## src/hdl/rmc_regs.svh

```systemverilog
// Purpose: register offsets, fields, resets and counts of the mode block
// Assumes: AHB-Lite, 32-bit words, byte addresses
// Notes: definitions only
`ifndef RMC_REGS_SVH
`define RMC_REGS_SVH

// ----------------------------------------------------------------------
// offsets
// ----------------------------------------------------------------------
`define RMC_OFS_MODE 4'h0
`define RMC_OFS_IRQ_STATUS 4'h4
`define RMC_OFS_IRQ_MASK 4'h8
`define RMC_OFS_STATE 4'hc
`define RMC_ADDR_W 4

// ----------------------------------------------------------------------
// mode_control fields
// ----------------------------------------------------------------------
`define RMC_BIT_SYNC_DETECT 6
`define RMC_BIT_TX_WAIT_FIELD 5
`define RMC_BIT_RX_WAIT_FIELD 4
`define RMC_BIT_SIG_IN_POLARITY 3
`define RMC_BIT_MODE_DET_DISABLE 2
`define RMC_SEED_HI 1
`define RMC_SEED_LO 0
`define RMC_MODE_RESET 8'h00
`define RMC_MODE_RW_MASK 8'h7f

// ----------------------------------------------------------------------
// interrupt fields
// ----------------------------------------------------------------------
`define RMC_IRQ_SECURE_IN 0
`define RMC_IRQ_SYNC_SEEN 1
`define RMC_IRQ_GUARD_DONE 2
`define RMC_IRQ_W 3
`define RMC_IRQ_RESET 3'h0

// ----------------------------------------------------------------------
// crc seeds and sync byte
// ----------------------------------------------------------------------
`define RMC_SEED_CODE0 16'h0000
`define RMC_SEED_CODE1 16'h6363
`define RMC_SEED_CODE2 16'ha671
`define RMC_SYNC_BYTE 8'hf0

// ----------------------------------------------------------------------
// timing
// ----------------------------------------------------------------------
`define RMC_GUARD_CYCLES 16
`define RMC_GUARD_W 8

`endif

```

## src/hdl/rmc_pkg.sv

```systemverilog
// Purpose: types of the mode block
// Assumes: nothing
// Notes: one-hot receive guard states
package rmc_pkg;

  typedef enum logic [4:0] {
    RMC_IDLE = 5'b00001,
    RMC_ARMED = 5'b00010,
    RMC_COUNT = 5'b00100,
    RMC_SYNC = 5'b01000,
    RMC_RX_ON = 5'b10000
  } rmc_guard_t;

  typedef logic [1:0] rmc_htrans_t;

endpackage

```

## src/hdl/rmc_ahb_slave.sv

```systemverilog
// Purpose: AHB-Lite address/data phase tracking for the mode block
// Assumes: single word transfers, one slave
// Notes: zero wait state, response always OKAY
`timescale 1ns/1ns
`default_nettype none
`include "rmc_regs.svh"

module rmc_ahb_slave (
  input wire logic hclk,
  input wire logic hresetn,
  input wire logic hsel,
  input wire rmc_pkg::rmc_htrans_t htrans,
  input wire logic hwrite,
  input wire logic hready,
  input wire logic [31:0] haddr,
  output logic rd_take,
  output logic [`RMC_ADDR_W-1:0] rd_addr,
  output logic wr_en,
  output logic [`RMC_ADDR_W-1:0] wr_addr
);
  import rmc_pkg::*;

  logic dp_write;
  logic [`RMC_ADDR_W-1:0] dp_addr;
  logic next_dp_write;
  logic [`RMC_ADDR_W-1:0] next_dp_addr;
  logic take;

  // ----------------------------------------------------------------------
  // address phase
  // ----------------------------------------------------------------------
  always_comb begin
    take = hsel & htrans[1] & hready;
    next_dp_write = take & hwrite;
    next_dp_addr = take ? haddr[`RMC_ADDR_W-1:0] : dp_addr;
    rd_take = take & ~hwrite;
    rd_addr = haddr[`RMC_ADDR_W-1:0];
    // write lands at the end of its data phase
    wr_en = dp_write;
    wr_addr = dp_addr;
  end

  always_ff @(posedge hclk or negedge hresetn) begin
    if (!hresetn) begin
      dp_write <= 1'b0;
      dp_addr <= '0;
    end else begin
      dp_write <= next_dp_write;
      dp_addr <= next_dp_addr;
    end
  end

endmodule

`default_nettype wire

```

## src/hdl/rmc_top.sv

```systemverilog
// Purpose: mode configuration register of a contactless frontend
// Assumes: one 20 MHz clock, inputs synchronous to hclk
// Notes: read data is taken from next values, so write-then-read is fresh
//
// Function
// - bit 5 lets the transmitter start as reader or initiator only with own field on.
// - bit 4 holds the receive guard counter until an external field is seen in target mode.
// - bit 3 sets the secure-link input polarity, one active high, zero active low.
// - the internal envelope is active low whatever the pin polarity.
// - a write that changes the polarity bit raises the secure input activity event.
// - bit 2 switches the mode detector off.
// - the mode detector runs only while the anticollision command executes.
// - the seed field picks the crc start for the calc command: 0000, 6363 or a671.
// - during rf traffic the seed comes from the framing settings instead.
// - bit 6 waits for an f0 byte before receiving and prepends f0 to sends.
`timescale 1ns/1ns
`default_nettype none
`include "rmc_regs.svh"

module rmc_top #(
  parameter int GUARD_CYCLES = `RMC_GUARD_CYCLES
) (
  input wire logic hclk,
  input wire logic hresetn,
  input wire logic hsel,
  input wire rmc_pkg::rmc_htrans_t htrans,
  input wire logic hwrite,
  input wire logic [2:0] hsize,
  input wire logic [31:0] haddr,
  input wire logic [31:0] hwdata,
  input wire logic hready,
  output logic [31:0] hrdata,
  output logic hreadyout,
  output logic hresp,
  output logic irq,
  input wire logic op_initiator,
  input wire logic op_target,
  input wire logic rf_field_own,
  input wire logic rf_field_ext,
  input wire logic tx_start_req,
  input wire logic rx_guard_start,
  input wire logic rx_byte_valid,
  input wire logic [7:0] rx_byte,
  input wire logic secure_link_in,
  input wire logic auto_anticollision_cmd,
  input wire logic rf_comm_active,
  input wire logic rx_direction,
  input wire logic [1:0] rx_framing_config,
  input wire logic [1:0] tx_framing_config,
  output logic tx_start,
  output logic tx_prepend_sync,
  output logic rx_guard_busy,
  output logic rx_enable,
  output logic envelope_n,
  output logic mode_detector_run,
  output logic [15:0] crc_seed
);
  import rmc_pkg::*;

  // ----------------------------------------------------------------------
  // bus slave
  // ----------------------------------------------------------------------
  logic rd_take;
  logic [`RMC_ADDR_W-1:0] rd_addr;
  logic wr_en;
  logic [`RMC_ADDR_W-1:0] wr_addr;

  rmc_ahb_slave u_slave (
    .hclk(hclk),
    .hresetn(hresetn),
    .hsel(hsel),
    .htrans(htrans),
    .hwrite(hwrite),
    .hready(hready),
    .haddr(haddr),
    .rd_take(rd_take),
    .rd_addr(rd_addr),
    .wr_en(wr_en),
    .wr_addr(wr_addr)
  );

  // ----------------------------------------------------------------------
  // registers
  // ----------------------------------------------------------------------
  logic [7:0] mode_control;
  logic [`RMC_IRQ_W-1:0] irq_status;
  logic [`RMC_IRQ_W-1:0] irq_mask;
  logic [7:0] next_mode_control;
  logic [`RMC_IRQ_W-1:0] next_irq_status;
  logic [`RMC_IRQ_W-1:0] next_irq_mask;
  logic [31:0] next_hrdata;
  logic next_irq;
  logic [`RMC_IRQ_W-1:0] events;
  logic wr_mode;
  logic wr_status;
  logic wr_mask;
  logic [7:0] wr_mode_val;

  logic sync_detect;
  logic tx_wait_field;
  logic rx_wait_field;
  logic sig_in_polarity;
  logic mode_detector_disable;
  logic [1:0] crc_seed_select;

  always_comb begin
    sync_detect = mode_control[`RMC_BIT_SYNC_DETECT];
    tx_wait_field = mode_control[`RMC_BIT_TX_WAIT_FIELD];
    rx_wait_field = mode_control[`RMC_BIT_RX_WAIT_FIELD];
    sig_in_polarity = mode_control[`RMC_BIT_SIG_IN_POLARITY];
    mode_detector_disable = mode_control[`RMC_BIT_MODE_DET_DISABLE];
    crc_seed_select = mode_control[`RMC_SEED_HI:`RMC_SEED_LO];
  end

  // ----------------------------------------------------------------------
  // secure-link input and envelope
  // ----------------------------------------------------------------------
  logic sig_active;
  logic sig_active_d;
  logic next_sig_active_d;
  logic next_envelope_n;
  logic pol_change;

  always_comb begin
    sig_active = sig_in_polarity ? secure_link_in : ~secure_link_in;
    next_envelope_n = ~sig_active;
    next_sig_active_d = sig_active;
  end

  // ----------------------------------------------------------------------
  // register next values
  // ----------------------------------------------------------------------
  always_comb begin
    wr_mode = wr_en & (wr_addr == `RMC_OFS_MODE);
    wr_status = wr_en & (wr_addr == `RMC_OFS_IRQ_STATUS);
    wr_mask = wr_en & (wr_addr == `RMC_OFS_IRQ_MASK);
    wr_mode_val = hwdata[7:0] & `RMC_MODE_RW_MASK;
    // bit 7 is not kept here, it reads as zero
    next_mode_control = wr_mode ? wr_mode_val : mode_control;
    pol_change = wr_mode &
      (wr_mode_val[`RMC_BIT_SIG_IN_POLARITY] != sig_in_polarity);
    next_irq_mask = wr_mask ? hwdata[`RMC_IRQ_W-1:0] : irq_mask;
  end

  // ----------------------------------------------------------------------
  // interrupts
  // ----------------------------------------------------------------------
  logic guard_done;
  logic sync_seen;

  always_comb begin
    events = '0;
    // input activity also counts, not only the polarity write
    events[`RMC_IRQ_SECURE_IN] = pol_change | (sig_active & ~sig_active_d);
    events[`RMC_IRQ_SYNC_SEEN] = sync_seen;
    events[`RMC_IRQ_GUARD_DONE] = guard_done;
    // a set in the clearing cycle wins
    next_irq_status = (irq_status &
      ~(wr_status ? hwdata[`RMC_IRQ_W-1:0] : '0)) | events;
    next_irq = |(next_irq_status & next_irq_mask);
  end

  // ----------------------------------------------------------------------
  // transmitter start and sync
  // ----------------------------------------------------------------------
  logic next_tx_start;
  logic next_tx_prepend_sync;

  always_comb begin
    next_tx_start = tx_start_req &
      (~(tx_wait_field & op_initiator) | rf_field_own);
    next_tx_prepend_sync = sync_detect;
  end

  // ----------------------------------------------------------------------
  // receive guard delay and sync wait
  // ----------------------------------------------------------------------
  rmc_guard_t guard_state;
  rmc_guard_t next_guard_state;
  logic [`RMC_GUARD_W-1:0] guard_cnt;
  logic [`RMC_GUARD_W-1:0] next_guard_cnt;
  logic field_ok;
  logic next_rx_guard_busy;
  logic next_rx_enable;

  always_comb begin
    field_ok = ~(rx_wait_field & op_target) | rf_field_ext;
    next_guard_state = guard_state;
    next_guard_cnt = guard_cnt;
    guard_done = 1'b0;
    sync_seen = 1'b0;
    case (guard_state)
      RMC_IDLE: begin
        if (rx_guard_start) begin
          next_guard_state = RMC_ARMED;
        end
      end
      RMC_ARMED: begin
        if (field_ok) begin
          next_guard_state = RMC_COUNT;
          next_guard_cnt = GUARD_CYCLES[`RMC_GUARD_W-1:0] - 8'h01;
        end
      end
      RMC_COUNT: begin
        if (guard_cnt == '0) begin
          guard_done = 1'b1;
          next_guard_state = sync_detect ? RMC_SYNC : RMC_RX_ON;
        end else begin
          next_guard_cnt = guard_cnt - 8'h01;
        end
      end
      RMC_SYNC: begin
        // receiver stays off until the sync byte has gone by
        if (rx_byte_valid && rx_byte == `RMC_SYNC_BYTE) begin
          sync_seen = 1'b1;
          next_guard_state = RMC_RX_ON;
        end
      end
      RMC_RX_ON: begin
        if (rx_guard_start) begin
          next_guard_state = RMC_ARMED;
        end
      end
      default: begin
        next_guard_state = RMC_IDLE;
      end
    endcase
    next_rx_guard_busy = (next_guard_state == RMC_ARMED) |
      (next_guard_state == RMC_COUNT);
    next_rx_enable = (next_guard_state == RMC_RX_ON);
  end

  // ----------------------------------------------------------------------
  // mode detector and crc seed
  // ----------------------------------------------------------------------
  logic next_mode_detector_run;
  logic [15:0] next_crc_seed;
  logic [1:0] seed_code;

  always_comb begin
    next_mode_detector_run = auto_anticollision_cmd &
      ~mode_detector_disable;
    // framing code indexes the same seed table as the register field
    seed_code = rf_comm_active ?
      (rx_direction ? rx_framing_config : tx_framing_config) :
      crc_seed_select;
    case (seed_code)
      2'h0: next_crc_seed = `RMC_SEED_CODE0;
      2'h1: next_crc_seed = `RMC_SEED_CODE1;
      2'h2: next_crc_seed = `RMC_SEED_CODE2;
      default: next_crc_seed = `RMC_SEED_CODE0;
    endcase
  end

  // ----------------------------------------------------------------------
  // read mux, from next values so a fresh write reads back
  // ----------------------------------------------------------------------
  always_comb begin
    next_hrdata = hrdata;
    if (rd_take) begin
      case (rd_addr)
        `RMC_OFS_MODE: next_hrdata = {24'h000000, next_mode_control};
        `RMC_OFS_IRQ_STATUS: next_hrdata = {29'h0, next_irq_status};
        `RMC_OFS_IRQ_MASK: next_hrdata = {29'h0, next_irq_mask};
        `RMC_OFS_STATE: next_hrdata = {next_crc_seed, 8'h00,
          guard_state[4:0], envelope_n, mode_detector_run, tx_start};
        default: next_hrdata = 32'h00000000;
      endcase
    end
  end

  // ----------------------------------------------------------------------
  // state registers
  // ----------------------------------------------------------------------
  always_ff @(posedge hclk or negedge hresetn) begin
    if (!hresetn) begin
      mode_control <= `RMC_MODE_RESET;
      irq_status <= `RMC_IRQ_RESET;
      irq_mask <= `RMC_IRQ_RESET;
      hrdata <= 32'h00000000;
      hreadyout <= 1'b0;
      hresp <= 1'b0;
      irq <= 1'b0;
      sig_active_d <= 1'b0;
      envelope_n <= 1'b1;
      tx_start <= 1'b0;
      tx_prepend_sync <= 1'b0;
      guard_state <= RMC_IDLE;
      guard_cnt <= '0;
      rx_guard_busy <= 1'b0;
      rx_enable <= 1'b0;
      mode_detector_run <= 1'b0;
      crc_seed <= `RMC_SEED_CODE0;
    end else begin
      mode_control <= next_mode_control;
      irq_status <= next_irq_status;
      irq_mask <= next_irq_mask;
      hrdata <= next_hrdata;
      // never stalls, errors never signalled
      hreadyout <= 1'b1;
      hresp <= 1'b0;
      irq <= next_irq;
      sig_active_d <= next_sig_active_d;
      envelope_n <= next_envelope_n;
      tx_start <= next_tx_start;
      tx_prepend_sync <= next_tx_prepend_sync;
      guard_state <= next_guard_state;
      guard_cnt <= next_guard_cnt;
      rx_guard_busy <= next_rx_guard_busy;
      rx_enable <= next_rx_enable;
      mode_detector_run <= next_mode_detector_run;
      crc_seed <= next_crc_seed;
    end
  end

endmodule

`default_nettype wire

```

## config.mk

```make
export PLATFORM = sky130hd
export DESIGN_NAME = rmc_top
export DESIGN_NICKNAME = d
export VERILOG_FILES = /design/src/hdl/rmc_pkg.sv /design/src/hdl/rmc_ahb_slave.sv /design/src/hdl/rmc_top.sv
export VERILOG_INCLUDE_DIRS = /design/src /design/src/hdl
export SDC_FILE = /design/constraint.sdc
export NUM_CORES = 1
export LEC_CHECK = 0
export BUFFER_PORTS_ARGS = -buffer_cell sky130_fd_sc_hd__buf_4
export CORE_UTILIZATION = 25
export CTS_BUF_LIST = sky130_fd_sc_hd__clkbuf_8
export CTS_CLUSTER_DIAMETER = 150
export DETAILED_ROUTE_END_ITERATION = 8
export PLACE_DENSITY_LB_ADDON = 0.2
export SYNTH_ARGS = -nofsm -noshare
export SYNTH_HDL_FRONTEND = slang
export SYNTH_SLANG_ARGS = --single-unit
```

## constraint.sdc

```tcl
create_clock -name hclk -period 5.37 [get_ports hclk]
set_input_delay 0.2685 -clock hclk [delete_from_list [all_inputs] [get_ports hclk]]
set_output_delay 0.2685 -clock hclk [all_outputs]
set_load 0.1 [all_outputs]
```

==> results of run 1 <==
==> routing by layer <==
layer | wire length [um] | track usage
met2 | 3010 | 0.185
met1 | 3110 | 0.158
met5 | 0 | 0
met4 | 138 | 0.0486
met3 | 331 | 0.0184
==> cells in the final DEF (no fill, tap or decap), types with 3 or more instances in the layout <==
cell type | Yosys | final
inv_1 | 14 | 15
a21oi_1 | 5 | 5
buf_4 | 35 | 77
mux2_4 | 6 | 6
dfrtp_1 | 53 | 53
o21ai_1 | 7 | 7
xor2_1 | 6 | 6
nor4_1 | 4 | 4
a22oi_1 | 6 | 6
nor3_1 | 5 | 5
nand2_1 | 27 | 27
o211ai_1 | 4 | 4
o21ai_0 | 3 | 3
mux2i_1 | 3 | 3
ha_1 | 4 | 4
nor2_1 | 22 | 22
a31oi_1 | 4 | 4
nand4b_1 | 3 | 3
xnor2_1 | 4 | 4
nand3_1 | 11 | 11
clkbuf_8 | 0 | 5
conb_1 | 2 | 20
mux2_2 | 4 | 4
==> kinds of logic after synthesis <==
family | Yosys count | share of synthesized area
compound gates | 44 | 0.104
xor+xnor | 10 | 0.0302
fa+ha+maj | 4 | 0.0173
buf+inv | 55 | 0.117
flops | 55 | 0.476
mux | 15 | 0.0648
other cells | 2 | 0.00259
simple gates | 95 | 0.188
==> state kept, by name, summed over array words and instances (netlist names), 3 cells and up <==
| name | flops |
|---|---|
| irq_mask | 3 |
| crc_seed | 3 |
| guard_cnt | 8 |
| u_slave.wr_addr | 4 |
| irq_status | 3 |
| guard_state | 5 |
| hrdata | 11 |
| mode_control | 8 |
==> power by group through the flow <==
| stage | clock (mW) | combinational (mW) | sequential [mW] |
|---|---|---|---|
| floorplan | 0 | 0.387 | 0.688 |
| global placement | 0 | 0.615 | 0.572 |
| detailed placement | 0 | 0.617 | 0.571 |
| CTS | 0.335 | 0.618 | 0.564 |
| global route | 0.348 | 0.649 | 0.575 |
| finish | 0.323 | 0.614 | 0.562 |
==> area by class of cell <==
class / instances / share of cell area
repair buffers: 77 / 0.162
clock inverters: 3 / 0.0179
well taps: 140 / 0.0492
flip-flops and latches: 55 / 0.387
clock buffers: 5 / 0.0193
inverters: 14 / 0.0147
multi-input cells: 188 / 0.350
==> through the flow <==
step | std cells | hold slack (ns) | power [mW] | worst slack [ns] | util
2_1_floorplan | 298 | -0.0271 | 1.08 | 3.27 | -
3_3_place_gp | 474 | 0.383 | 1.19 | 3.13 | 0.310
3_5_place_dp | 474 | 0.387 | 1.19 | 3.13 | 0.310
4_1_cts | 482 | 0.0372 | 1.52 | 3.12 | 0.322
5_1_grt | 482 | 0.0434 | 1.57 | 3.05 | 0.322
6_report | 482 | -0.00231 | 1.50 | 3.13 | 0.322
==> worst min path at each step <==
stage	from	endpoint	slack, ns	depth (start not counted)
after CTS	hresetn	hrdata[4]$_DFFE_PN0P_	0.04	1
after detailed placement	hresetn	u_slave.wr_addr[0]$_DFFE_PN0P_	0.39	1
after global routing	hresetn	irq$_DFF_PN0_	0.04	1
after floorplan	hresetn	crc_seed[10]$_DFF_PN0_	-0.03	0
final	hresetn	hrdata[1]$_DFFE_PN0P_	-0.002	1
after global placement	hresetn	u_slave.wr_addr[1]$_DFFE_PN0P_	0.38	1
==> impl_metrics.json, run 1 <==
{
  "cp-start-kind": "flop",
  "post-route-period-util": 0.417,
  "fin_hold_ws_ns": -0.00231,
  "cp_top_family": "simple AND/OR/NAND/NOR gates",
  "crit_start": "u_slave.wr_addr[1]$_DFFE_PN0P_",
  "p_per_area_nw_per_um2": 421,
  "area_growth_pct": 23.0,
  "worstMarginPinSlew_ns": 0.985,
  "cts_tree": "done",
  "fillerInstances": 1140,
  "critPathArrivalTime_ns": 2.43,
  "yosysWarnings": 0,
  "htreeDepth": 2,
  "fp.dieW_um": 110,
  "routed_wl_um": 6590,
  "r2r-end": "hrdata[0]$_DFFE_PN0P_",
  "ys_ff_latch": 55,
  "avgSynthCellArea_sq_um": 10.3,
  "cts_resized": 0,
  "routedWlPerCell_um": 13.7,
  "async_reset_ff_frac": 1.00,
  "peakVddDrop_mv": 0.231,
  "path_class": "reg -> reg",
  "core_area_sq_um": 11100,
  "tns_ns": 0,
  "vias": 2201,
  "ff2ff_path_depth": 5,
  "worstSetupEndpoint": "hrdata[0]$_DFFE_PN0P_",
  "hold_class": "in -> async",
  "final_cell_area_sq_um": 3560,
  "leakage_nw": 1.72,
  "viasPerCell": 4.57,
  "clockBufferDepth": 2,
  "synth.most_common_cell": "dfrtp_1",
  "synth_area_leaders": "dfrtp_1 46%, buf_4 9.1%, nand2_1 3.5%",
  "place.port_buffers": 77,
  "grt_pass1_wl_um": 10800,
  "synth_top_cell_area_share": 0.458,
  "cts.reportedPaths.clkPinSlew_ns": 0.10,
  "start_util": 0.261,
  "seq_power_share": 0.375,
  "postRouteAntennaNets": 0,
  "clock_power_share": 0.215,
  "fin_skew_ns": 0.00906,
  "grt_max_degree": 56,
  "hold_violations": 4,
  "rsz0062_at_grt": "no",
  "ios": 154,
  "reg2reg_slack_ns": 3.13,
  "place.gp.congestion": 0.820,
  "cts_root_buffer": "clkbuf_8",
  "critical_path_buf_inv_count": 0,
  "dr.first_iter.drc_count": 64,
  "synth_edf_count": 0,
  "grt_usage": 0.117,
  "crit_chain": "or4b_4 > nor2_8 > mux2_4 > a32o_1 > or3_1",
  "clkLatencyLatePin_ns": 0.31,
  "cp_max_fo": 9,
  "netlist_top_cells_count": "53 x dfrtp_1, 35 x buf_4, 27 x nand2_1, 22 x nor2_1, 14 x inv_1",
  "setup_viol": 0,
  "violations": "negative hold slack",
  "cts_sinks": 55,
  "syn_area_sq_um": 2900,
  "crit_path_top_delay_cell": "or4b_4",
  "die_h_um": 110,
  "yosys.area.top_type": "dfrtp_1",
  "dieArea_sq_um": 12000,
  "cts_made_buffers": 5,
  "r2r-start": "u_slave.wr_addr[1]$_DFFE_PN0P_",
  "drtPass1Iterations": 4,
  "cp.depth": 5,
  "n_antenna_cell": 0,
  "swShare": 0.455,
  "power.switching_mw": 0.682,
  "post_cts_buffers": 0,
  "layout-drive-gt1-share": 0.301,
  "drv_slew": 0,
  "fmax_ghz": 0.446,
  "yosysSeqAreaShare": 0.476,
  "synth_cell_types": 56,
  "max_stage_delay_ns": 0.60,
  "holdBufCountCts": 0,
  "synthCells": 280,
  "fin_crit_ns": 2.24,
  "regArea_sq_um": 1380,
  "dpl.hpwl_um": 4970,
  "multiInputGateArea_sq_um": 1250,
  "place_area_sq_um": 3430,
  "p_int_mw": 0.817,
  "rows": 38,
  "maxCapViolations": 0,
  "grt_pass1_vias": 2114,
  "drc_errors": 0,
  "cp-end-kind": "flop",
  "final_nets": 442,
  "slew_headroom": 0.338,
  "pwr-share-comb": 0.410,
  "required_ns": 5.56,
  "antenna_found_initial": 0,
  "grt.overflow.total": 0,
  "outcome": "complete, but fails checks",
  "synth_flop_cell": "dfrtp_1"
}
(Power assumes the default switching activity.)
==> run 2, diff against run 1 <==
--- a/config.mk
+++ b/config.mk
@@ -6,6 +6,7 @@
 export SDC_FILE = /design/constraint.sdc
 export NUM_CORES = 1
 export LEC_CHECK = 0
+export ABC_AREA = 1
 export BUFFER_PORTS_ARGS = -buffer_cell sky130_fd_sc_hd__buf_4
 export CORE_UTILIZATION = 25
 export CTS_BUF_LIST = sky130_fd_sc_hd__clkbuf_8
==> constraint.sdc (replaced) <==
create_clock -name hclk -period 2.1 [get_ports hclk]
set_input_delay 0.105 -clock hclk [delete_from_list [all_inputs] [get_ports hclk]]
set_output_delay 0.105 -clock hclk [all_outputs]
set_load 0.1 [all_outputs]
==> run 2 against run 1 <==
  * The flow finishes with violations (design-rule violations)
  * Combinational power increased to 3.5 times the previous value
  * Flip-flop and latch count unchanged
  * Register-to-register slack worse by 2.6 ns
  * Wire length barely moved
  * Die area up 3.1%
  * Sequential share of layout area decreased by 1.1 points
  * Sequential power grew to 2.6 times the previous value
  * Setup slack got worse by 2.6 ns
==> impl_metrics.json, run 2 <==
{
  "outcome": "complete, but fails checks",
  "violations": "design-rule violations",
  "critical_path_buf_inv_count": 1,
  "synthCells": 358,
  "cp-end-kind": "flop",
  "r2r-end": "hrdata[2]$_DFFE_PN0P_",
  "rsz0062_at_grt": "no",
  "required_ns": 2.35,
  "synth_flop_cell": "dfrtp_1",
  "worstMarginPinSlew_ns": 0.713,
  "drv_slew": 0,
  "top_register": "hrdata",
  "cts_resized": 0,
  "grt_usage": 0.114,
  "cp_max_fo": 6,
  "place.gp.congestion": 0.778,
  "ys_ff_latch": 55,
  "final_nets": 529,
  "grt.overflow.total": 0,
  "mostFrequentLayoutCell": "nand2_1",
  "rows": 39,
  "postRouteAntennaNets": 0,
  "fin_hold_ws_ns": 0.0189,
  "antenna_found_initial": 0,
  "reg2reg_slack_ns": 0.57,
  "cp-start-kind": "flop",
  "max_stage_delay_ns": 0.37,
  "synth.most_common_cell": "nand2_1",
  "worst_slack_ns": 0.571,
  "grt_pass1_wl_um": 11200,
  "drc_errors": 23,
  "final_cell_area_sq_um": 3670,
  "cp.depth": 10,
  "final_cell_mix": "88 x nand2_1, 79 x buf_4, 53 x dfrtp_1",
  "synth_edf_count": 0,
  "synth_area_leaders": "dfrtp_1 44%, nand2_1 11%, buf_4 8.8%",
  "cts_sinks": 55,
  "fin_crit_ns": 1.53,
  "synth_cell_types": 37,
  "cts_root_buffer": "clkbuf_8",
  "grt_max_degree": 56,
  "largest_register_ffs": 11,
  "setup_viol": 0,
  "slew_headroom": 0.525,
  "hold_violations": 0,
  "crit_path_top_delay_cell": "dfrtp_1",
  "start_util": 0.260,
  "finalNonFillerCells": 572,
  "peakVddDrop_mv": 0.364,
  "core_area_sq_um": 11500,
  "hold_class": "in -> reg",
  "n_antenna_cell": 0,
  "holdBufCountCts": 5,
  "syn_area_sq_um": 2990,
  "post-route-util": 0.319,
  "die_h_um": 111,
  "critPathArrivalTime_ns": 1.78,
  "tns_ns": 0,
  "dpl.hpwl_um": 5070,
  "yosysWarnings": 0,
  "synth_top_cell_area_share": 0.444,
  "area_growth_pct": 22.8,
  "clkLatencyLatePin_ns": 0.30,
  "crit_chain": "inv_1 > ha_1 > nand3_1 > nor2_4 > nand2_2 > nand2_2 > nand2_1 > nand2_1 > nand2_1 > nand2_1",
  "post-route-period-util": 0.728,
  "async_reset_ff_frac": 1.00,
  "viasPerCell": 4.11,
  "avgSynthCellArea_sq_um": 8.35,
  "power_mw": 4.19,
  "vias": 2353,
  "yosysSeqAreaShare": 0.461,
  "crit_start": "guard_cnt[0]$_DFFE_PN0P_",
  "worstSetupEndpoint": "hrdata[2]$_DFFE_PN0P_",
  "yosys.area.top_type": "dfrtp_1",
  "leakage_nw": 1.94,
  "drtPass1Iterations": 6,
  "htreeDepth": 2,
  "cts_made_buffers": 5,
  "cts.reportedPaths.clkPinSlew_ns": 0.10,
  "crit_path_frequent_cell": "nand2_1",
  "fmax_ghz": 0.654,
  "ios": 154,
  "layout-drive-gt1-share": 0.259,
  "clockBufferDepth": 2,
  "netlist_top_cells_count": "88 x nand2_1, 53 x dfrtp_1, 44 x inv_1, 35 x buf_4, 24 x nor2_1",
  "maxCapViolations": 0,
  "p_per_area_nw_per_um2": 1140,
  "place_area_sq_um": 3530,
  "path_class": "reg -> reg",
  "dp_slack_ns": 0.568,
  "ff2ff_path_depth": 10,
  "post_cts_buffers": 0,
  "biggestRegsByFlops": "hrdata: 11 flops, guard_cnt: 8 flops, mode_control: 8 flops",
  "dieArea_sq_um": 12400,
  "routedWlPerCell_um": 11.5,
  "r2r-start": "guard_cnt[0]$_DFFE_PN0P_",
  "routed_wl_um": 6590,
  "place.port_buffers": 77,
  "fp.dieW_um": 111,
  "grt_pass1_vias": 2270,
  "dr.first_iter.drc_count": 102,
  "post-place-cells": 559,
  "fin_skew_ns": 0.00319,
  "cts_tree": "done",
  "cp_top_family": "simple AND/OR/NAND/NOR gates"
}
## run 2: changes by cell type after synthesis, moves of 4 or more
cell	delta
inv_1	+30
mux2_2	-4
o21ai_1	+6
a22oi_1	-6
nand2_1	+61
nand4_1	+6
mux2_4	-6
clkbuf_1	-4
a21oi_1	-4
nand3_1	+12
nor4_1	-4
o21ai_0	+7
a31oi_1	-4
inv_2	+6
## run 2: worst min path at each step
| stage | from | end | cells after the start | slack [ns] |
|---|---|---|---|---|
| after floorplan | hresetn | crc_seed[10]$_DFF_PN0_ | 0 | -0.19 |
| after global placement | hresetn | irq$_DFF_PN0_ | 1 | 0.22 |
| after detailed placement | hresetn | irq$_DFF_PN0_ | 1 | 0.22 |
| after CTS | tx_start_req | tx_start$_DFF_PN0_ | 2 | 0.007 |
| after global routing | tx_start_req | tx_start$_DFF_PN0_ | 2 | 0.003 |
| final | tx_start_req | tx_start$_DFF_PN0_ | 2 | 0.02 |
## run 2: routing by layer
layer / vias to the layer above / share of wire / GRT usage
met5: - / 0 / 0
met4: 0 / 0.0083 / 0.0297
met3: 5 / 0.052 / 0.0245
met2: 63 / 0.49 / 0.197
met1: 1080 / 0.45 / 0.143
li1: 1205 / - / -
## run 2: layout make-up
cell class	count	area, sq um
Multi-Input combinational cell	232	1200
Inverter	50	188
Fill cell	1239	7850
Clock buffer	5	68.8
Tap cell	143	179
Timing Repair Buffer	84	643
Sequential cell	55	1380
Clock inverter	3	16.3
## run 2: cells by family (layout without fill, tap and decap cells)
group                    after synthesis  count (layout)  synth area share
adder cells (fa/ha/maj)                4               4            0.0167
buffers and inverters                 89             142             0.161
XOR/XNOR                               8               8            0.0234
AO/OA/AOI/OAI                         37              37            0.0795
AND/OR/NAND/NOR                      163             163             0.255
flip-flops                            55              55             0.461
other                                  2              20           0.00251
## run 2: worst register-to-register path: stages, from the launching register on
cell,delay [ns]
dfrtp_1,0.37
inv_1,0.16
ha_1,0.18
nand3_1,0.11
nor2_4,0.19
nand2_2,0.12
nand2_2,0.12
nand2_1,0.05
nand2_1,0.07
nand2_1,0.05
nand2_1,0.05
## run 2: report_power, final
part | internal [mW] | total (mW) | switching (mW)
sequential | 1.32 | 1.47 | 0.155
clock | 0.230 | 0.577 | 0.348
combinational | 0.470 | 2.14 | 1.67
total | 2.02 | 4.19 | 2.17
==> run 3, diff against run 2 <==
==> constraint.sdc (replaced) <==
create_clock -name hclk -period 1.45 [get_ports hclk]
set_input_delay 0.0725 -clock hclk [delete_from_list [all_inputs] [get_ports hclk]]
set_output_delay 0.0725 -clock hclk [all_outputs]
set_load 0.1 [all_outputs]
==> run 3 against run 2 <==
  * The flow still finishes with violations (design-rule violations)
  * Via count grew 5.1%
  * Clock-buffer cell count stayed put
  * Setup slack lost 0.49 ns
  * Clock power grew 61%
  * Final cell count increased by 5.9%
  * Register-to-register slack worse by 0.49 ns
  * Largest cell class unchanged
==> impl_metrics.json, run 3 (synthesis results as in run 2) <==
{
  "outcome": "complete, but fails checks",
  "violations": "design-rule violations",
  "cts_made_buffers": 5,
  "routedWlPerCell_um": 11.8,
  "drv_slew": 0,
  "crit_chain": "nor2_8 > nand4_1 > o21ai_1 > nand2_1 > nand2_1 > nand2_1 > nand2_1 > nand2_1",
  "fin_crit_ns": 1.37,
  "drc_errors": 20,
  "path_class": "reg -> reg",
  "rsz0062_at_grt": "yes",
  "reg2reg_slack_ns": 0.08,
  "dieArea_sq_um": 12400,
  "ff2ff_path_depth": 8,
  "cp-start-kind": "flop",
  "dp_slack_ns": 0.0159,
  "grt_pass1_vias": 2457,
  "largest_register_ffs": 11,
  "leakage_nw": 2.11,
  "power_mw": 6.62,
  "core_area_sq_um": 11500,
  "post-route-util": 0.351,
  "hold_class": "in -> reg",
  "vias": 2474,
  "grt_max_degree": 25,
  "maxCapViolations": 0,
  "start_util": 0.260,
  "rows": 39,
  "cts.reportedPaths.clkPinSlew_ns": 0.12,
  "dr.first_iter.drc_count": 77,
  "dpl.hpwl_um": 5640,
  "post-place-cells": 590,
  "die_h_um": 111,
  "top_register": "hrdata",
  "fmax_ghz": 0.731,
  "ios": 154,
  "finalNonFillerCells": 606,
  "area_growth_pct": 35.2,
  "fin_hold_ws_ns": 0.0252,
  "max_stage_delay_ns": 0.45,
  "fin_skew_ns": 0.0143,
  "drtPass1Iterations": 8,
  "place_area_sq_um": 3810,
  "post-route-period-util": 0.944,
  "cp_max_fo": 4,
  "clkLatencyLatePin_ns": 0.32,
  "cp-end-kind": "flop",
  "tns_ns": 0,
  "place.gp.congestion": 0.786,
  "fp.dieW_um": 111,
  "biggestRegsByFlops": "hrdata: 11 flops, guard_cnt: 8 flops, mode_control: 8 flops",
  "clockBufferDepth": 2,
  "grt_usage": 0.120,
  "n_antenna_cell": 0,
  "grt.overflow.total": 0,
  "cts_tree": "done",
  "layout-drive-gt1-share": 0.346,
  "final_cell_area_sq_um": 4040,
  "antenna_found_initial": 0,
  "p_per_area_nw_per_um2": 1640,
  "critPathArrivalTime_ns": 1.59,
  "cts_sinks": 55,
  "hold_violations": 0,
  "place.port_buffers": 77,
  "hold_path_depth": 3,
  "crit_path_frequent_cell": "nand2_1",
  "mostFrequentLayoutCell": "buf_4",
  "routed_wl_um": 7160,
  "cts_root_buffer": "clkbuf_8",
  "worst_slack_ns": 0.0811,
  "final_cell_mix": "106 x buf_4, 85 x nand2_1, 49 x dfrtp_1",
  "crit_path_top_delay_cell": "dfrtp_2",
  "peakVddDrop_mv": 0.574,
  "postRouteAntennaNets": 0,
  "required_ns": 1.67,
  "final_nets": 563,
  "setup_viol": 0,
  "viasPerCell": 4.08,
  "htreeDepth": 2,
  "grt_pass1_wl_um": 11800
}
## run 3: cell count changes in the layout (fill, tap and decap cells not counted), sizes merged
cell / delta
buf: +32
clkinv: -1
dlygate4sd3: +2
inv: +1
## run 3: timing repair
action / 4_1_cts / 5_1_grt
setup buffers: 0 / 1
hold endpoints to repair: 59 / 0
pin swaps: 1 / 12
endpoints found under the setup margin: 1 / 19
hold buffers: 7 / 0
gates resized for setup: 0 / 21
## run 3: worst paths after layout
path	to	from
worst min-delay path	mode_control[5]$_DFF_PN0_	hwdata[5]
max in group asynchronous	u_slave.wr_addr[0]$_DFFE_PN0P_	hresetn
worst min register to register	mode_detector_run$_DFF_PN0_	mode_control[2]$_DFF_PN0_
min in group asynchronous	crc_seed[14]$_DFF_PN0_	hresetn
worst max register to register	hrdata[0]$_DFFE_PN0P_	u_slave.wr_addr[0]$_DFFE_PN0P_
worst max-delay path	hrdata[0]$_DFFE_PN0P_	u_slave.wr_addr[0]$_DFFE_PN0P_
## run 3: cell type report
cell class / instances / area [sq um]
clock buffer: 5 / 68.8
clock inverter: 3 / 25.0
fill: 1210 / 7480
inverter: 50 / 188
multi-input combinational: 232 / 1250
sequential: 55 / 1380
tap: 143 / 179
timing repair buffer: 118 / 948
## run 3: routing by layer
metal	track usage	up-vias	wire, um
li1	-	1278	-
met1	0.158	1130	3260
met2	0.205	61	3520
met3	0.0223	5	317
met4	0.0297	0	61
met5	0	-	0
## run 3: critical path, delay by kind of cell (launching register included)
kind | cells | cell delay, ns
AOI/OAI and AO/OA | 1 | 0.16
DFF | 1 | 0.45
and+or+nand+nor | 7 | 0.67
## run 3: report_power, final
| group | internal (mW) | switching [mW] |
|---|---|---|
| clock | 0.355 | 0.575 |
| combinational | 1.01 | 2.54 |
| sequential | 1.91 | 0.231 |
